`src/rtl/ifd_consts.vh`:
```
`ifndef IFD_CONSTS_VH
`define IFD_CONSTS_VH

// ----------------------------------------------------------------
// Instruction word geometry (bit 0 is the most significant bit)
// ----------------------------------------------------------------
`define IFD_WORD_W 32

// Field first bit and length, numbered from the MSB as bit 0
`define IFD_PRIM_POS 0
`define IFD_PRIM_LEN 6
`define IFD_EXT_POS 21
`define IFD_EXT_LEN 10
`define IFD_EXTOE_POS 22
`define IFD_EXTOE_LEN 9
`define IFD_OE_POS 21
`define IFD_REC_POS 31
`define IFD_BOFF_POS 6
`define IFD_BOFF_LEN 24
`define IFD_IMM_POS 16
`define IFD_IMM_LEN 16
`define IFD_RD_POS 6
`define IFD_SRC1_POS 11
`define IFD_SRC2_POS 16
`define IFD_REG_LEN 5
`define IFD_CRF_D_POS 6
`define IFD_CRF_S_POS 11
`define IFD_CRF_LEN 3
`define IFD_FMASK_POS 12
`define IFD_FMASK_LEN 8
`define IFD_MSTART_POS 21
`define IFD_MSTOP_POS 26
`define IFD_SPLIT_POS 11
`define IFD_SPLIT_LEN 10
`define IFD_E_POS 16

// ----------------------------------------------------------------
// Register port map (byte addresses)
// ----------------------------------------------------------------
`define IFD_REG_CTRL 8'h00
`define IFD_REG_LAST 8'h04
`define IFD_REG_COUNT 8'h08

// Control register fields and reset value
`define IFD_CTRL_EN_BIT 0
`define IFD_CTRL_RESET 32'h0000_0001

`endif

```
`src/rtl/ifd_decoder.v`:
```
// Design decisions made here: the strobed register port and the address map.
`timescale 1ns/10ps
`include "ifd_consts.vh"

module ifd_decoder (
    input wire clock,                       // System clock, 50 MHz
    input wire rst_n,                       // Asynchronous reset, active low
    input wire [31:0] instr_word,           // Instruction word from fetch
    input wire instr_valid,                 // Word is valid this cycle
    input wire [7:0] reg_addr,              // Register byte address
    input wire [31:0] reg_wdata,            // Register write data
    input wire reg_wr,                      // Register write strobe
    input wire reg_rd,                      // Register read strobe
    output reg [31:0] reg_rdata_r,          // Read data, cycle after strobe
    output reg dec_valid_r,                 // Decoded fields valid
    output reg [5:0] primary_op_code_r,     // Primary opcode
    output reg [9:0] extended_op_code_r,    // Extended opcode, no OE form
    output reg [8:0] extended_op_code_oe_r, // Extended opcode, OE form
    output reg arith_excess_enable_r,       // Overflow flag update enable
    output reg record_bit_r,                // Condition flag update
    output reg link_update_bit_r,           // Return address load
    output reg [31:0] branch_offset_long_r, // Long branch offset, 32 bits
    output reg [31:0] load_store_disp_r,    // Load/store displacement
    output reg [31:0] signed_immediate_r,   // Signed immediate, extended
    output reg [31:0] unsigned_immediate_r, // Unsigned immediate
    output reg [4:0] value_source_gpr_r,    // Dest / value source GPR
    output reg [4:0] first_source_gpr_r,    // First source / dest GPR
    output reg [4:0] second_source_gpr_r,   // Second source GPR
    output reg [4:0] dest_cond_bit_r,       // Destination condition bit
    output reg [2:0] target_cond_field_r,   // Target condition field
    output reg [2:0] source_cond_field_r,   // Source condition field
    output reg [7:0] field_update_mask_r,   // Condition field mask
    output reg [4:0] mask_first_bit_r,      // Rotate mask start
    output reg [4:0] mask_stop_bit_r,       // Rotate mask end
    output reg [4:0] rotate_count_r,        // Shift amount
    output reg [4:0] string_byte_count_r,   // String byte count
    output reg [9:0] special_reg_select_r,  // Special register split field
    output reg [9:0] device_ctrl_reg_select_r, // Device control split field
    output reg [9:0] time_base_reg_select_r,   // Time base split field
    output reg external_int_enable_r,       // Interrupt enable value
    output reg [4:0] trap_condition_mask_r  // Trap conditions
);

    // ----------------------------------------------------------------
    // Field extraction helper
    // ----------------------------------------------------------------
    // Pulls len bits starting at MSB-numbered position pos, right aligned.
    // Shifting avoids variable part-selects, which some tools reject.
    function [31:0] ifd_bits;
        input [31:0] w;
        input integer pos;
        input integer len;
        begin
            ifd_bits = (w << pos) >> (32 - len);
        end
    endfunction

    // Single bit at MSB-numbered position pos
    function ifd_bit;
        input [31:0] w;
        input integer pos;
        begin
            ifd_bit = w[31 - pos];
        end
    endfunction

    // ----------------------------------------------------------------
    // Register state
    // ----------------------------------------------------------------
    reg [31:0] ctrl_r;      // Control: bit 0 enables decoding
    reg [31:0] last_word_r; // Last word accepted for decode
    reg [31:0] count_r;     // Number of words decoded
    wire dec_en;            // Decode enable from control
    wire take;              // Word accepted this cycle

    assign dec_en = ctrl_r[`IFD_CTRL_EN_BIT];
    assign take = instr_valid & dec_en;

    // ----------------------------------------------------------------
    // Combinational field extraction
    // ----------------------------------------------------------------
    // Every field is cut from the same word at once; one output stage
    // keeps outputs glitch-free at the cost of one cycle.
    wire [31:0] prim_w; // Primary opcode, padded
    wire [31:0] ext_w; // Extended opcode, no OE form
    wire [31:0] ext_oe_w; // Extended opcode, OE form
    wire [31:0] boff_w; // Long offset, padded
    wire [31:0] imm_w; // Low half-word
    wire [31:0] rd_w; // Bits 6:10
    wire [31:0] src1_w; // Bits 11:15
    wire [31:0] src2_w; // Bits 16:20
    wire [31:0] tfield_w; // Bits 6:8
    wire [31:0] sfield_w; // Bits 11:13
    wire [31:0] fmask_w; // Bits 12:19
    wire [31:0] mstart_w; // Bits 21:25
    wire [31:0] mstop_w; // Bits 26:30
    wire [31:0] split_w; // Bits 11:20
    wire [31:0] boff_ext_w; // Long offset, shifted and extended

    assign prim_w = ifd_bits(instr_word, `IFD_PRIM_POS, `IFD_PRIM_LEN);
    assign ext_w = ifd_bits(instr_word, `IFD_EXT_POS, `IFD_EXT_LEN);
    assign ext_oe_w = ifd_bits(instr_word, `IFD_EXTOE_POS, `IFD_EXTOE_LEN);
    assign boff_w = ifd_bits(instr_word, `IFD_BOFF_POS, `IFD_BOFF_LEN);
    assign imm_w = ifd_bits(instr_word, `IFD_IMM_POS, `IFD_IMM_LEN);
    assign rd_w = ifd_bits(instr_word, `IFD_RD_POS, `IFD_REG_LEN);
    assign src1_w = ifd_bits(instr_word, `IFD_SRC1_POS, `IFD_REG_LEN);
    assign src2_w = ifd_bits(instr_word, `IFD_SRC2_POS, `IFD_REG_LEN);
    assign tfield_w = ifd_bits(instr_word, `IFD_CRF_D_POS, `IFD_CRF_LEN);
    assign sfield_w = ifd_bits(instr_word, `IFD_CRF_S_POS, `IFD_CRF_LEN);
    assign fmask_w = ifd_bits(instr_word, `IFD_FMASK_POS, `IFD_FMASK_LEN);
    assign mstart_w = ifd_bits(instr_word, `IFD_MSTART_POS, `IFD_REG_LEN);
    assign mstop_w = ifd_bits(instr_word, `IFD_MSTOP_POS, `IFD_REG_LEN);
    assign split_w = ifd_bits(instr_word, `IFD_SPLIT_POS, `IFD_SPLIT_LEN);
    // Append two zero bits, then copy the sign across the top six
    assign boff_ext_w = {{6{boff_w[23]}}, boff_w[23:0], 2'b00};

    // ----------------------------------------------------------------
    // Decoded field outputs
    // ----------------------------------------------------------------
    // Fields update only on an accepted word; they hold otherwise.
    always @(posedge clock or negedge rst_n) begin
        if (!rst_n) begin
            dec_valid_r <= 1'b0;
            primary_op_code_r <= 6'h00;
            extended_op_code_r <= 10'h000;
            extended_op_code_oe_r <= 9'h000;
            arith_excess_enable_r <= 1'b0;
            record_bit_r <= 1'b0;
            link_update_bit_r <= 1'b0;
            branch_offset_long_r <= 32'h0000_0000;
            load_store_disp_r <= 32'h0000_0000;
            signed_immediate_r <= 32'h0000_0000;
            unsigned_immediate_r <= 32'h0000_0000;
            value_source_gpr_r <= 5'h00;
            first_source_gpr_r <= 5'h00;
            second_source_gpr_r <= 5'h00;
            dest_cond_bit_r <= 5'h00;
            target_cond_field_r <= 3'h0;
            source_cond_field_r <= 3'h0;
            field_update_mask_r <= 8'h00;
            mask_first_bit_r <= 5'h00;
            mask_stop_bit_r <= 5'h00;
            rotate_count_r <= 5'h00;
            string_byte_count_r <= 5'h00;
            special_reg_select_r <= 10'h000;
            device_ctrl_reg_select_r <= 10'h000;
            time_base_reg_select_r <= 10'h000;
            external_int_enable_r <= 1'b0;
            trap_condition_mask_r <= 5'h00;
        end else begin
            dec_valid_r <= take;
            if (take) begin
                // Opcodes, read as plain unsigned numbers
                primary_op_code_r <= prim_w[5:0];
                extended_op_code_r <= ext_w[9:0];
                extended_op_code_oe_r <= ext_oe_w[8:0];
                // Flag bits; the consumer picks by instruction form
                arith_excess_enable_r <= ifd_bit(instr_word, `IFD_OE_POS);
                record_bit_r <= ifd_bit(instr_word, `IFD_REC_POS);
                link_update_bit_r <= ifd_bit(instr_word, `IFD_REC_POS);
                // Offsets and immediates
                branch_offset_long_r <= boff_ext_w;
                load_store_disp_r <= {{16{imm_w[15]}}, imm_w[15:0]};
                signed_immediate_r <= {{16{imm_w[15]}}, imm_w[15:0]};
                unsigned_immediate_r <= {16'h0000, imm_w[15:0]};
                // Register selectors
                value_source_gpr_r <= rd_w[4:0];
                first_source_gpr_r <= src1_w[4:0];
                second_source_gpr_r <= src2_w[4:0];
                // Condition selectors
                dest_cond_bit_r <= rd_w[4:0];
                target_cond_field_r <= tfield_w[2:0];
                source_cond_field_r <= sfield_w[2:0];
                field_update_mask_r <= fmask_w[7:0];
                // Rotate, shift and string counts
                mask_first_bit_r <= mstart_w[4:0];
                mask_stop_bit_r <= mstop_w[4:0];
                rotate_count_r <= src2_w[4:0];
                string_byte_count_r <= src2_w[4:0];
                // Split field passed raw; halves are not swapped here
                special_reg_select_r <= split_w[9:0];
                device_ctrl_reg_select_r <= split_w[9:0];
                time_base_reg_select_r <= split_w[9:0];
                external_int_enable_r <= ifd_bit(instr_word, `IFD_E_POS);
                trap_condition_mask_r <= rd_w[4:0];
            end
        end
    end

    // ----------------------------------------------------------------
    // Software-visible state
    // ----------------------------------------------------------------
    // Counter wraps; software takes differences, so wrap is harmless.
    always @(posedge clock or negedge rst_n) begin
        if (!rst_n) begin
            ctrl_r <= `IFD_CTRL_RESET;
            last_word_r <= 32'h0000_0000;
            count_r <= 32'h0000_0000;
        end else begin
            // Only bit 0 is kept; others read as zero
            if (reg_wr && reg_addr == `IFD_REG_CTRL) begin
                ctrl_r <= {31'h0000_0000, reg_wdata[`IFD_CTRL_EN_BIT]};
            end
            if (take) begin
                last_word_r <= instr_word;
            end
            // A software clear in the same cycle as a decode event leaves the count at one
            if (take) begin
                count_r <= (reg_wr && reg_addr == `IFD_REG_COUNT) ?
                    32'h0000_0001 : count_r + 32'h0000_0001;
            end else if (reg_wr && reg_addr == `IFD_REG_COUNT) begin
                count_r <= 32'h0000_0000;
            end
        end
    end

    // ----------------------------------------------------------------
    // Register read port
    // ----------------------------------------------------------------
    // Data stand one cycle after the strobe, zero otherwise.
    always @(posedge clock or negedge rst_n) begin
        if (!rst_n) begin
            reg_rdata_r <= 32'h0000_0000;
        end else if (!reg_rd) begin
            reg_rdata_r <= 32'h0000_0000;
        end else if (reg_addr == `IFD_REG_CTRL) begin
            reg_rdata_r <= ctrl_r;
        end else if (reg_addr == `IFD_REG_LAST) begin
            reg_rdata_r <= last_word_r;
        end else if (reg_addr == `IFD_REG_COUNT) begin
            reg_rdata_r <= count_r;
        end else begin
            // Unmapped addresses read as zero
            reg_rdata_r <= 32'h0000_0000;
        end
    end

endmodule // ifd_decoder
```
`config.mk`:
```
export PLATFORM = sky130hd
export DESIGN_NAME = ifd_decoder
export DESIGN_NICKNAME = d
export VERILOG_FILES = /design/src/rtl/ifd_decoder.v
export VERILOG_INCLUDE_DIRS = /design/src /design/src/rtl
export SDC_FILE = /design/constraint.sdc
export NUM_CORES = 1
export LEC_CHECK = 0
export BUFFER_PORTS_ARGS = -buffer_cell sky130_fd_sc_hd__buf_2
export CELL_PAD_IN_SITES_DETAIL_PLACEMENT = 0
export CELL_PAD_IN_SITES_GLOBAL_PLACEMENT = 1
export CORE_UTILIZATION = 28
export DETAILED_ROUTE_END_ITERATION = 7
export PLACE_DENSITY = 0.87
export SYNTH_ARGS = -nofsm -noshare
export SYNTH_HDL_FRONTEND = slang
export SYNTH_SLANG_ARGS = --single-unit
```
`constraint.sdc`:
```
create_clock -name clock -period 2.2 [get_ports clock]
set_input_delay 0.11 -clock clock [delete_from_list [all_inputs] [get_ports clock]]
set_output_delay 0.11 -clock clock [all_outputs]
set_load 0.05 [all_outputs]
```
==> results.toml, run 1 <==
[sta]
finalCriticalPeriod_ns = 2.07
finClkSkew_ns = 0.0144
worst_pin_slew_ns = 0.630
slew_headroom = 0.580
rsz0062_at_grt = "no"
final-setup-viol-count = 0
fin_crit_sh = 0.940
hold_violations = 0
fmax_mhz = 483
tns_ns = 0
drv_slew = 0

[placed_design]
gp_congestion = 0.800
io_buffer_count = 306
placed_area_mm2 = 0.00634
hpwl_um = 9910

[layout]
drive_gt1_frac = 0.515
final_common_cell = "buf_2"
final-seq-area_mm2 = 0.00245
diodes = 0
final_area_mm2 = 0.00700
multi_input_area_mm2 = 0.00180
final_cell_mix = "buf_2 (305), dfrtp_1 (97), nor2_1 (47)"
num-fill-cells = 2080
final_util = 0.343
syn2layout_area_growth_pct = 18.6
nets = 826

[clock_network]
cts-buffers-inserted = 9
h-tree-depth = 3
clk_latency_ns = 0.36
cts_tree = "done"
clock_sinks = 98
cts_buffer_depth = 2
clk_pin_slew_ns = 0.07
clockRootBuffer = "clkbuf_16"
post_cts.repair.setup_buffers = 0

[grt]
grt_pass1_wl_um = 21900
grt_usage = 0.131
grt_pass1_vias = 3950
antenna_found_initial = 0
overflow = 0
grt_start_max_net_pins = 54

[yosys]
syn_area_mm2 = 0.00591
synth-seq-area-share = 0.415
ys_warn_count = 0
synthCells = 597
synth.distinct_cells = 41
avgSynthCellArea_um2 = 9.89
synthFlopType = "dfrtp_1"
synth_edf_count = 0
ys_seq_elements = 98
synth-async-reset-ratio = 1.00

[die]
io_pins = 356
initial_core_util = 0.289
dieArea_mm2 = 0.0217
die_w_um = 147
die_y_um = 147
core_area_mm2 = 0.0204
rows = 52

[power]
peakVddDrop_mv = 0.654
leakage_uw = 0.00374
power_uw = 9660
power_density_mw_per_mm2 = 1380

[route]
ant_nets = 0
wire_per_inst_um = 13.8
via_per_inst = 4.31
wl_um = 14200
num_vias = 4411
drc_errors = 0
dr.pass1.iters = 4
drt_iter0_markers = 103

[run]
maxCapViolCount = 0

[critical_path]
slowest_delay_ns = 0.64
cp_slowest_cell = "or4_1"
path_cells = "ha_1, nand2_1, or4_1, nor4_1, mux2i_1"
startpoint_type = "register"
crit_family = "simple AND/OR/NAND/NOR gates"
crit_arrival_ns = 2.35
cp.required_ns = 2.48
reg2reg_to = "count_r[28]"
crit_path_end_kind = "register"
cp.buffers_inverters = 0
rr_worst_depth = 5
reg2reg_from = "count_r[0]"
critical_path_class = "register to register"
crit_path_max_fanout = 6
r2r_slack_ns = 0.13

[min_path]
holdPathStages = 3
hold_path_class = "input port to register"
holdPathEnd = "reg_rdata_r[2]"
min-delay-start = "reg_addr[3]"

[status]
outcome = "finished, final reports clean"
==> power by group <==
group | leakage, uW | total (uW) | internal [uW] | switching (uW)
clock network | 0.000148 | 1620 | 808 | 811
logic | 0.00226 | 5740 | 977 | 4770
registers | 0.00133 | 2300 | 1980 | 324
total | 0.00374 | 9660 | 3760 | 5900
==> stage by stage <==
stage / instances / hold slack [ns] / setup slack (ns)
after floorplan: 614 / -0.186 / 0.122
after CTS: 1023 / 0.0932 / 0.0629
final: 1023 / 0.103 / 0.131
after global routing: 1023 / 0.127 / 0.0101
after global placement: 972 / 0.183 / 0.102
after detailed placement: 972 / 0.185 / 0.0791
==> registers in the layout (all words and copies together), names as in the netlist <==
| signal | flops |
|---|---|
| count_r | 32 |
| last_word_r | 32 |
| reg_rdata_r | 32 |
| ctrl_r | 1 |
| dec_valid_r | 1 |
==> tightest hold or removal path, stage by stage <==
cell and delay (ns):
buf_2 0.14, o31ai_4 0.08, nor2_1 0.09
==> logic make-up (layout without fill, tap and decap cells) <==
family                   Yosys count  after routing  share of synthesized area
other                              1             18                   0.000635
adder cells (fa/ha/maj)            1              1                    0.00212
AO/OA/AOI/OAI                     61             61                     0.0706
AND/OR/NAND/NOR                  137            137                      0.124
buffers and inverters            247            386                      0.294
flip-flops                        98             98                      0.415
XOR/XNOR                          12             12                     0.0178
multiplexers                      40             40                     0.0748
==> cell usage after synthesis, types with 5 or more instances <==
library cell	count	area share
nand2b_1	5	0.0053
mux2_2	33	0.063
a22oi_1	31	0.039
dfrtp_1	97	0.41
nor3_1	6	0.0051
a21oi_1	15	0.013
o31ai_1	12	0.015
nor2_1	47	0.030
nand3_1	8	0.0068
nor4_1	10	0.011
inv_1	6	0.0038
nand2_1	16	0.010
nand4_1	13	0.014
buf_1	5	0.0032
xnor2_1	9	0.013
buf_4	214	0.27
or4_1	12	0.015
clkbuf_1	20	0.013
mux2i_1	7	0.012
==> worst max-delay path by stage <==
stage	from	endpoint	slack [ns]	cells after the start
after detailed placement	ctrl_r[0]	count_r[29]	0.08	4
final	count_r[0]	count_r[28]	0.13	5
after floorplan	ctrl_r[0]	count_r[29]	0.12	5
after global routing	count_r[0]	count_r[28]	0.01	5
after global placement	ctrl_r[0]	count_r[29]	0.10	4
after CTS	ctrl_r[0]	count_r[27]	0.06	4
==> repair_timing <==
action                                  CTS  global route
resized for setup                         0             2
endpoints found under the hold margin    79             0
hold buffers                             35             0
endpoints found under the setup margin    0             7
==> metal layers <==
| layer | share of wire | global-route usage | vias to the layer above |
|---|---|---|---|
| li1 | - | - | 2110 |
| met4 | 0.0085 | 0.0304 | 0 |
| met3 | 0.055 | 0.0292 | 12 |
| met2 | 0.52 | 0.238 | 184 |
| met1 | 0.41 | 0.155 | 2105 |
| met5 | 0 | 0 | - |
==> final cells by class <==
cell class,instances,share of cell area
sequential,98,0.350
tap,270,0.0482
multi-input combinational,269,0.257
timing repair buffer,364,0.297
inverter,6,0.00322
clock inverter,7,0.0113
clock buffer,9,0.0322
No activity file was read; power rests on OpenSTA's default activity.
==> run 2: changes to the inputs <==
- PLACE_DENSITY: 0.87 -> not set
- PLACE_DENSITY_LB_ADDON: not set -> 0.1
- SLEW_MARGIN: not set -> 20
==> run 2 against run 1 <==
Via count grew 1.0%. Final cell count grew 0.39%. Register-to-register slack got worse by 0.02 ns. Sequential share of layout area is 0.22 points lower. Utilization up 0.21 points. Worst hold slack worse by 0.084 ns. Routed wire length is 2.3% higher. Setup slack worse by 0.023 ns. Combinational power hardly changed. Critical path type unchanged. Critical endpoint is now count_r[27].
==> results.toml, run 2 (synthesis results as in run 1) <==
[critical_path]
reg2reg_from = "count_r[10]"
startpoint_type = "register"
crit_path_max_fanout = 20
cp.required_ns = 2.48
crit_arrival_ns = 2.37
critical_path_class = "register to register"
rr_worst_depth = 4
crit_path_end_kind = "register"
r2r_slack_ns = 0.11
reg2reg_to = "count_r[27]"

[layout]
final_util = 0.345
nets = 830
final_cell_mix = "buf_2 (305), dfrtp_1 (97), nor2_1 (47)"
final_area_mm2 = 0.00705
reg_top3 = "count_r (32), last_word_r (32), reg_rdata_r (32)"
final_common_cell = "buf_2"
drive_gt1_frac = 0.519
num-fill-cells = 2131
syn2layout_area_growth_pct = 19.3
fin_cells = 1027
diodes = 0

[clock_network]
cts_tree = "done"
clock_sinks = 98
cts_buffer_depth = 2
clk_latency_ns = 0.36
cts-buffers-inserted = 9
clk_pin_slew_ns = 0.07
clockRootBuffer = "clkbuf_16"
h-tree-depth = 3

[route]
wl_um = 14500
wire_per_inst_um = 14.1
num_vias = 4457
via_per_inst = 4.34
drt_iter0_markers = 180
dr.pass1.iters = 4
drc_errors = 0
ant_nets = 0

[placed_design]
placed_area_mm2 = 0.00637
gp_congestion = 0.756
hpwl_um = 10500
placedCellCount = 978
io_buffer_count = 306

[die]
initial_core_util = 0.289
die_w_um = 147
rows = 52
dieArea_mm2 = 0.0217
die_y_um = 147
core_area_mm2 = 0.0204
io_pins = 356

[grt]
busiest_layer = "met2"
grt_util_met2 = 0.227
grt_pass1_vias = 3982
grt_start_max_net_pins = 47
overflow = 0
grtUsageMet1 = 0.166
grt_pass1_wl_um = 22200
grt_util_met3 = 0.0199
grt_usage = 0.132
antenna_found_initial = 0

[sta]
rsz0062_at_grt = "no"
fin_crit_sh = 0.951
hold_violations = 0
fmax_mhz = 478
tns_ns = 0
slew_headroom = 0.653
finClkSkew_ns = 0.00615
final-setup-viol-count = 0
worst_pin_slew_ns = 0.520
drv_slew = 0
finalCriticalPeriod_ns = 2.09

[power]
leakage_uw = 0.00378
power_density_mw_per_mm2 = 1400
power_uw = 9890
peakVddDrop_mv = 0.582

[min_path]
holdPathEnd = "ctrl_r[0]"
hold_path_class = "input port to register"
holdPathStages = 2
min-delay-start = "reg_wdata[0]"

[run]
maxCapViolCount = 0

[status]
outcome = "finished, final reports clean"
-- run 2: changes by cell type in the layout (fill, tap and decap cells not counted), moves of 2 or more --
cell and delta:
clkinv_4 -2, buf_4 +7, bufinv_16 +3, clkinv_2 +2
clkinv_8 -2, dlygate4sd3_1 -2
-- run 2: per-layer routing --
| metal | vias to the layer above | share of wire |
|---|---|---|
| met5 | - | 0 |
| li1 | 2114 | - |
| met3 | 15 | 0.047 |
| met1 | 2138 | 0.44 |
| met2 | 190 | 0.50 |
| met4 | 0 | 0.014 |
-- run 2: what timing repair did --
| item | CTS | global route |
|---|---|---|
| endpoints found under the hold margin | 69 | 0 |
| resized for setup | 0 | 1 |
| endpoints found under the setup margin | 0 | 1 |
| setup buffers | 0 | 0 |
| hold buffers | 33 | 0 |
-- run 2: area by class of cell --
cell class	count	area, um2	share of cell area
clock buffer	9	225	0.0320
sequential	98	2450	0.348
tap	270	338	0.0479
multi-input combinational	269	1800	0.255
timing repair buffer	368	2090	0.297
inverter	6	22.5	0.00320
clock inverter	7	116	0.0165
-- run 2: worst max-delay path by stage --
stage | cells past startpoint | endpoint | from | slack, ns
floorplan | 5 | count_r[29] | ctrl_r[0] | 0.12
global placement | 4 | count_r[29] | ctrl_r[0] | 0.12
detailed placement | 4 | count_r[27] | ctrl_r[0] | 0.08
CTS | 4 | count_r[27] | ctrl_r[0] | 0.07
global route | 4 | count_r[27] | count_r[10] | 0.03
finish | 4 | count_r[27] | count_r[10] | 0.11
-- run 2: power breakdown --
part / total, uW / switching, uW / internal, uW
Clock: 1850 / 736 / 1110
Combinational: 5760 / 4780 / 978
Sequential: 2280 / 300 / 1980
-- run 2: worst max-delay path, cell delays in order (launching register included) --
cell and delay, ns:
dfrtp_1 0.42, nand3_2 0.19, or4_4 0.69, or4_1 0.54
a21oi_1 0.16
-- run 2: metrics by stage --
| step | worst slack, ns | hold slack [ns] |
|---|---|---|
| floorplan | 0.122 | -0.186 |
| global placement | 0.119 | 0.123 |
| detailed placement | 0.0803 | 0.128 |
| CTS | 0.0659 | 0.0102 |
| global route | 0.0267 | 0.0270 |
| finish | 0.108 | 0.0192 |
==> run 3: changes to the inputs <==
==> constraint.sdc (replaced) <==
create_clock -name clock -period 2.2 [get_ports clock]
set_input_delay 0.22 -clock clock [delete_from_list [all_inputs] [get_ports clock]]
set_output_delay 0.22 -clock clock [all_outputs]
set_load 0.05 [all_outputs]
==> run 3 against run 2 <==
Utilization is 1.5 points lower. Non-clock buffer count shrank 33. Highest routed layer unchanged. Final area fell by 4.4%. Sequential cell count is the same. Count of clock-buffer cells in the layout grew 1. Setup slack better by 0.0096 ns. Sequential power hardly changed. First-iteration DRC count fell by 3.9%. Clock skew up 0.0029 ns.
==> results.toml, run 3 (synthesis results as in run 1) <==
[clock_network]
clk_latency_ns = 0.35
cts-buffers-inserted = 9
clock_sinks = 98
clk_pin_slew_ns = 0.07
cts_tree = "done"
clockRootBuffer = "clkbuf_16"
h-tree-depth = 3
cts_buffer_depth = 2

[sta]
rsz0062_at_grt = "no"
fmax_mhz = 480
drv_slew = 0
worst_pin_slew_ns = 0.618
final.setup.worst_slack_ns = 0.118
tns_ns = 0
finClkSkew_ns = 0.00907
slew_headroom = 0.588
hold_slack_ns = 0.0912
hold_violations = 0
finalCriticalPeriod_ns = 2.08
final-setup-viol-count = 0
fin_crit_sh = 0.946

[layout]
fin_cells = 995
nets = 798
final_cell_mix = "buf_2 (305), dfrtp_1 (97), nor2_1 (47)"
drive_gt1_frac = 0.542
diodes = 0
reg_top3 = "count_r (32), last_word_r (32), reg_rdata_r (32)"
syn2layout_area_growth_pct = 14.1
final_common_cell = "buf_2"
final_util = 0.330
num-fill-cells = 2157

[route]
num_vias = 4311
dr.pass1.iters = 7
drc_errors = 0
drt_iter0_markers = 173
wire_per_inst_um = 14.4
via_per_inst = 4.33
ant_nets = 0
wl_um = 14300

[critical_path]
critical_path_class = "register to register"
cp.required_ns = 2.48
crit_arrival_ns = 2.36
crit_family = "simple AND/OR/NAND/NOR gates"
startpoint_type = "register"
crit_path_end_kind = "register"
cp.buffers_inverters = 0
path_depth = 4
crit_path_max_fanout = 10
rr_worst_depth = 4
slowest_delay_ns = 0.67
path_cells = "nand3_2, or4_4, or4_1, a21oi_1"
cp_slowest_cell = "or4_4"

[die]
dieArea_mm2 = 0.0217
die_w_um = 147
rows = 52
initial_core_util = 0.289
die_y_um = 147
io_pins = 356
core_area_mm2 = 0.0204

[power]
power_frac_seq = 0.233
power_density_mw_per_mm2 = 1450
clock_power_share = 0.180
p_sw_frac = 0.594
leakage_uw = 0.00365
power.net_switching_uw = 5790
peakVddDrop_mv = 0.585
p_comb_frac = 0.587
power.internal_uw = 3950

[placed_design]
place_ws_ns = 0.0829
io_buffer_count = 306
gp_congestion = 0.750
hpwl_um = 10300
placedCellCount = 977

[min_path]
holdPathStages = 2
hold_path_class = "input port to register"

[status]
outcome = "finished, final reports clean"

[grt]
antenna_found_initial = 0
overflow = 0
grt_start_max_net_pins = 47
grt_usage = 0.126
grt_pass1_vias = 3834
grt_pass1_wl_um = 21300

[run]
maxCapViolCount = 0
==> run 3: cell types whose count changed in the layout (fill, tap and decap cells not counted) <==
cell	delta
buf_12	+2
buf_4	-3
bufinv_16	-1
clkbuf_8	+1
clkinvlp_4	-1
dlygate4sd3_1	-32
inv_6	+1
or4_2	+1
==> run 3: layout make-up <==
cell class                 count  area [um2]  area share
multi-input combinational    270        1800       0.268
inverter                       6        22.5     0.00334
tap                          270         338      0.0501
clock inverter                 6        87.6      0.0130
sequential                    98        2450       0.364
clock buffer                  10         239      0.0355
timing repair buffer         335        1790       0.266
==> run 3: timing repair <==
item,in CTS,in global routing
gates resized for setup,0,1
endpoints found under the setup margin,0,3
hold buffers,1,0
buffers inserted,0,0
endpoints found under the hold margin,39,0
==> run 3: stage by stage <==
stage | total power, uW | cell area [um2]
floorplan | 8230 | 5970
global placement | 8090 | 6390
detailed placement | 8080 | 6390
CTS | 9880 | 6720
global route | 10100 | 6740
finish | 9750 | 6740
==> run 3: power groups by stage <==
stage          sequential (uW)  combinational [uW]  clock [uW]
6_report                  2270                5720        1760
3_5_place_dp              2330                5750           0
3_3_place_gp              2300                5790           0
2_1_floorplan             2900                5330           0
5_1_grt                   2330                5880        1900
4_1_cts                   2290                5760        1830
==> run 3: metal layers <==
layer	vias up	part of all wire	GRT usage
li1	2058	-	-
met1	2062	0.43	0.153
met2	179	0.50	0.219
met3	12	0.055	0.0258
met4	0	0.014	0.0495
met5	-	0	0
==> run 3: worst paths after layout <==
kind,start,to,slack (ns)
setup / recovery,count_r[10],count_r[27],0.12
hold / removal,instr_word[5],last_word_r[5],0.09
setup reg to reg,count_r[10],count_r[27],0.12
hold reg to reg,last_word_r[28],last_word_r[28],0.54
max in group asynchronous,rst_n,reg_rdata_r[16],1.19
min in group asynchronous,rst_n,dec_valid_r,0.42
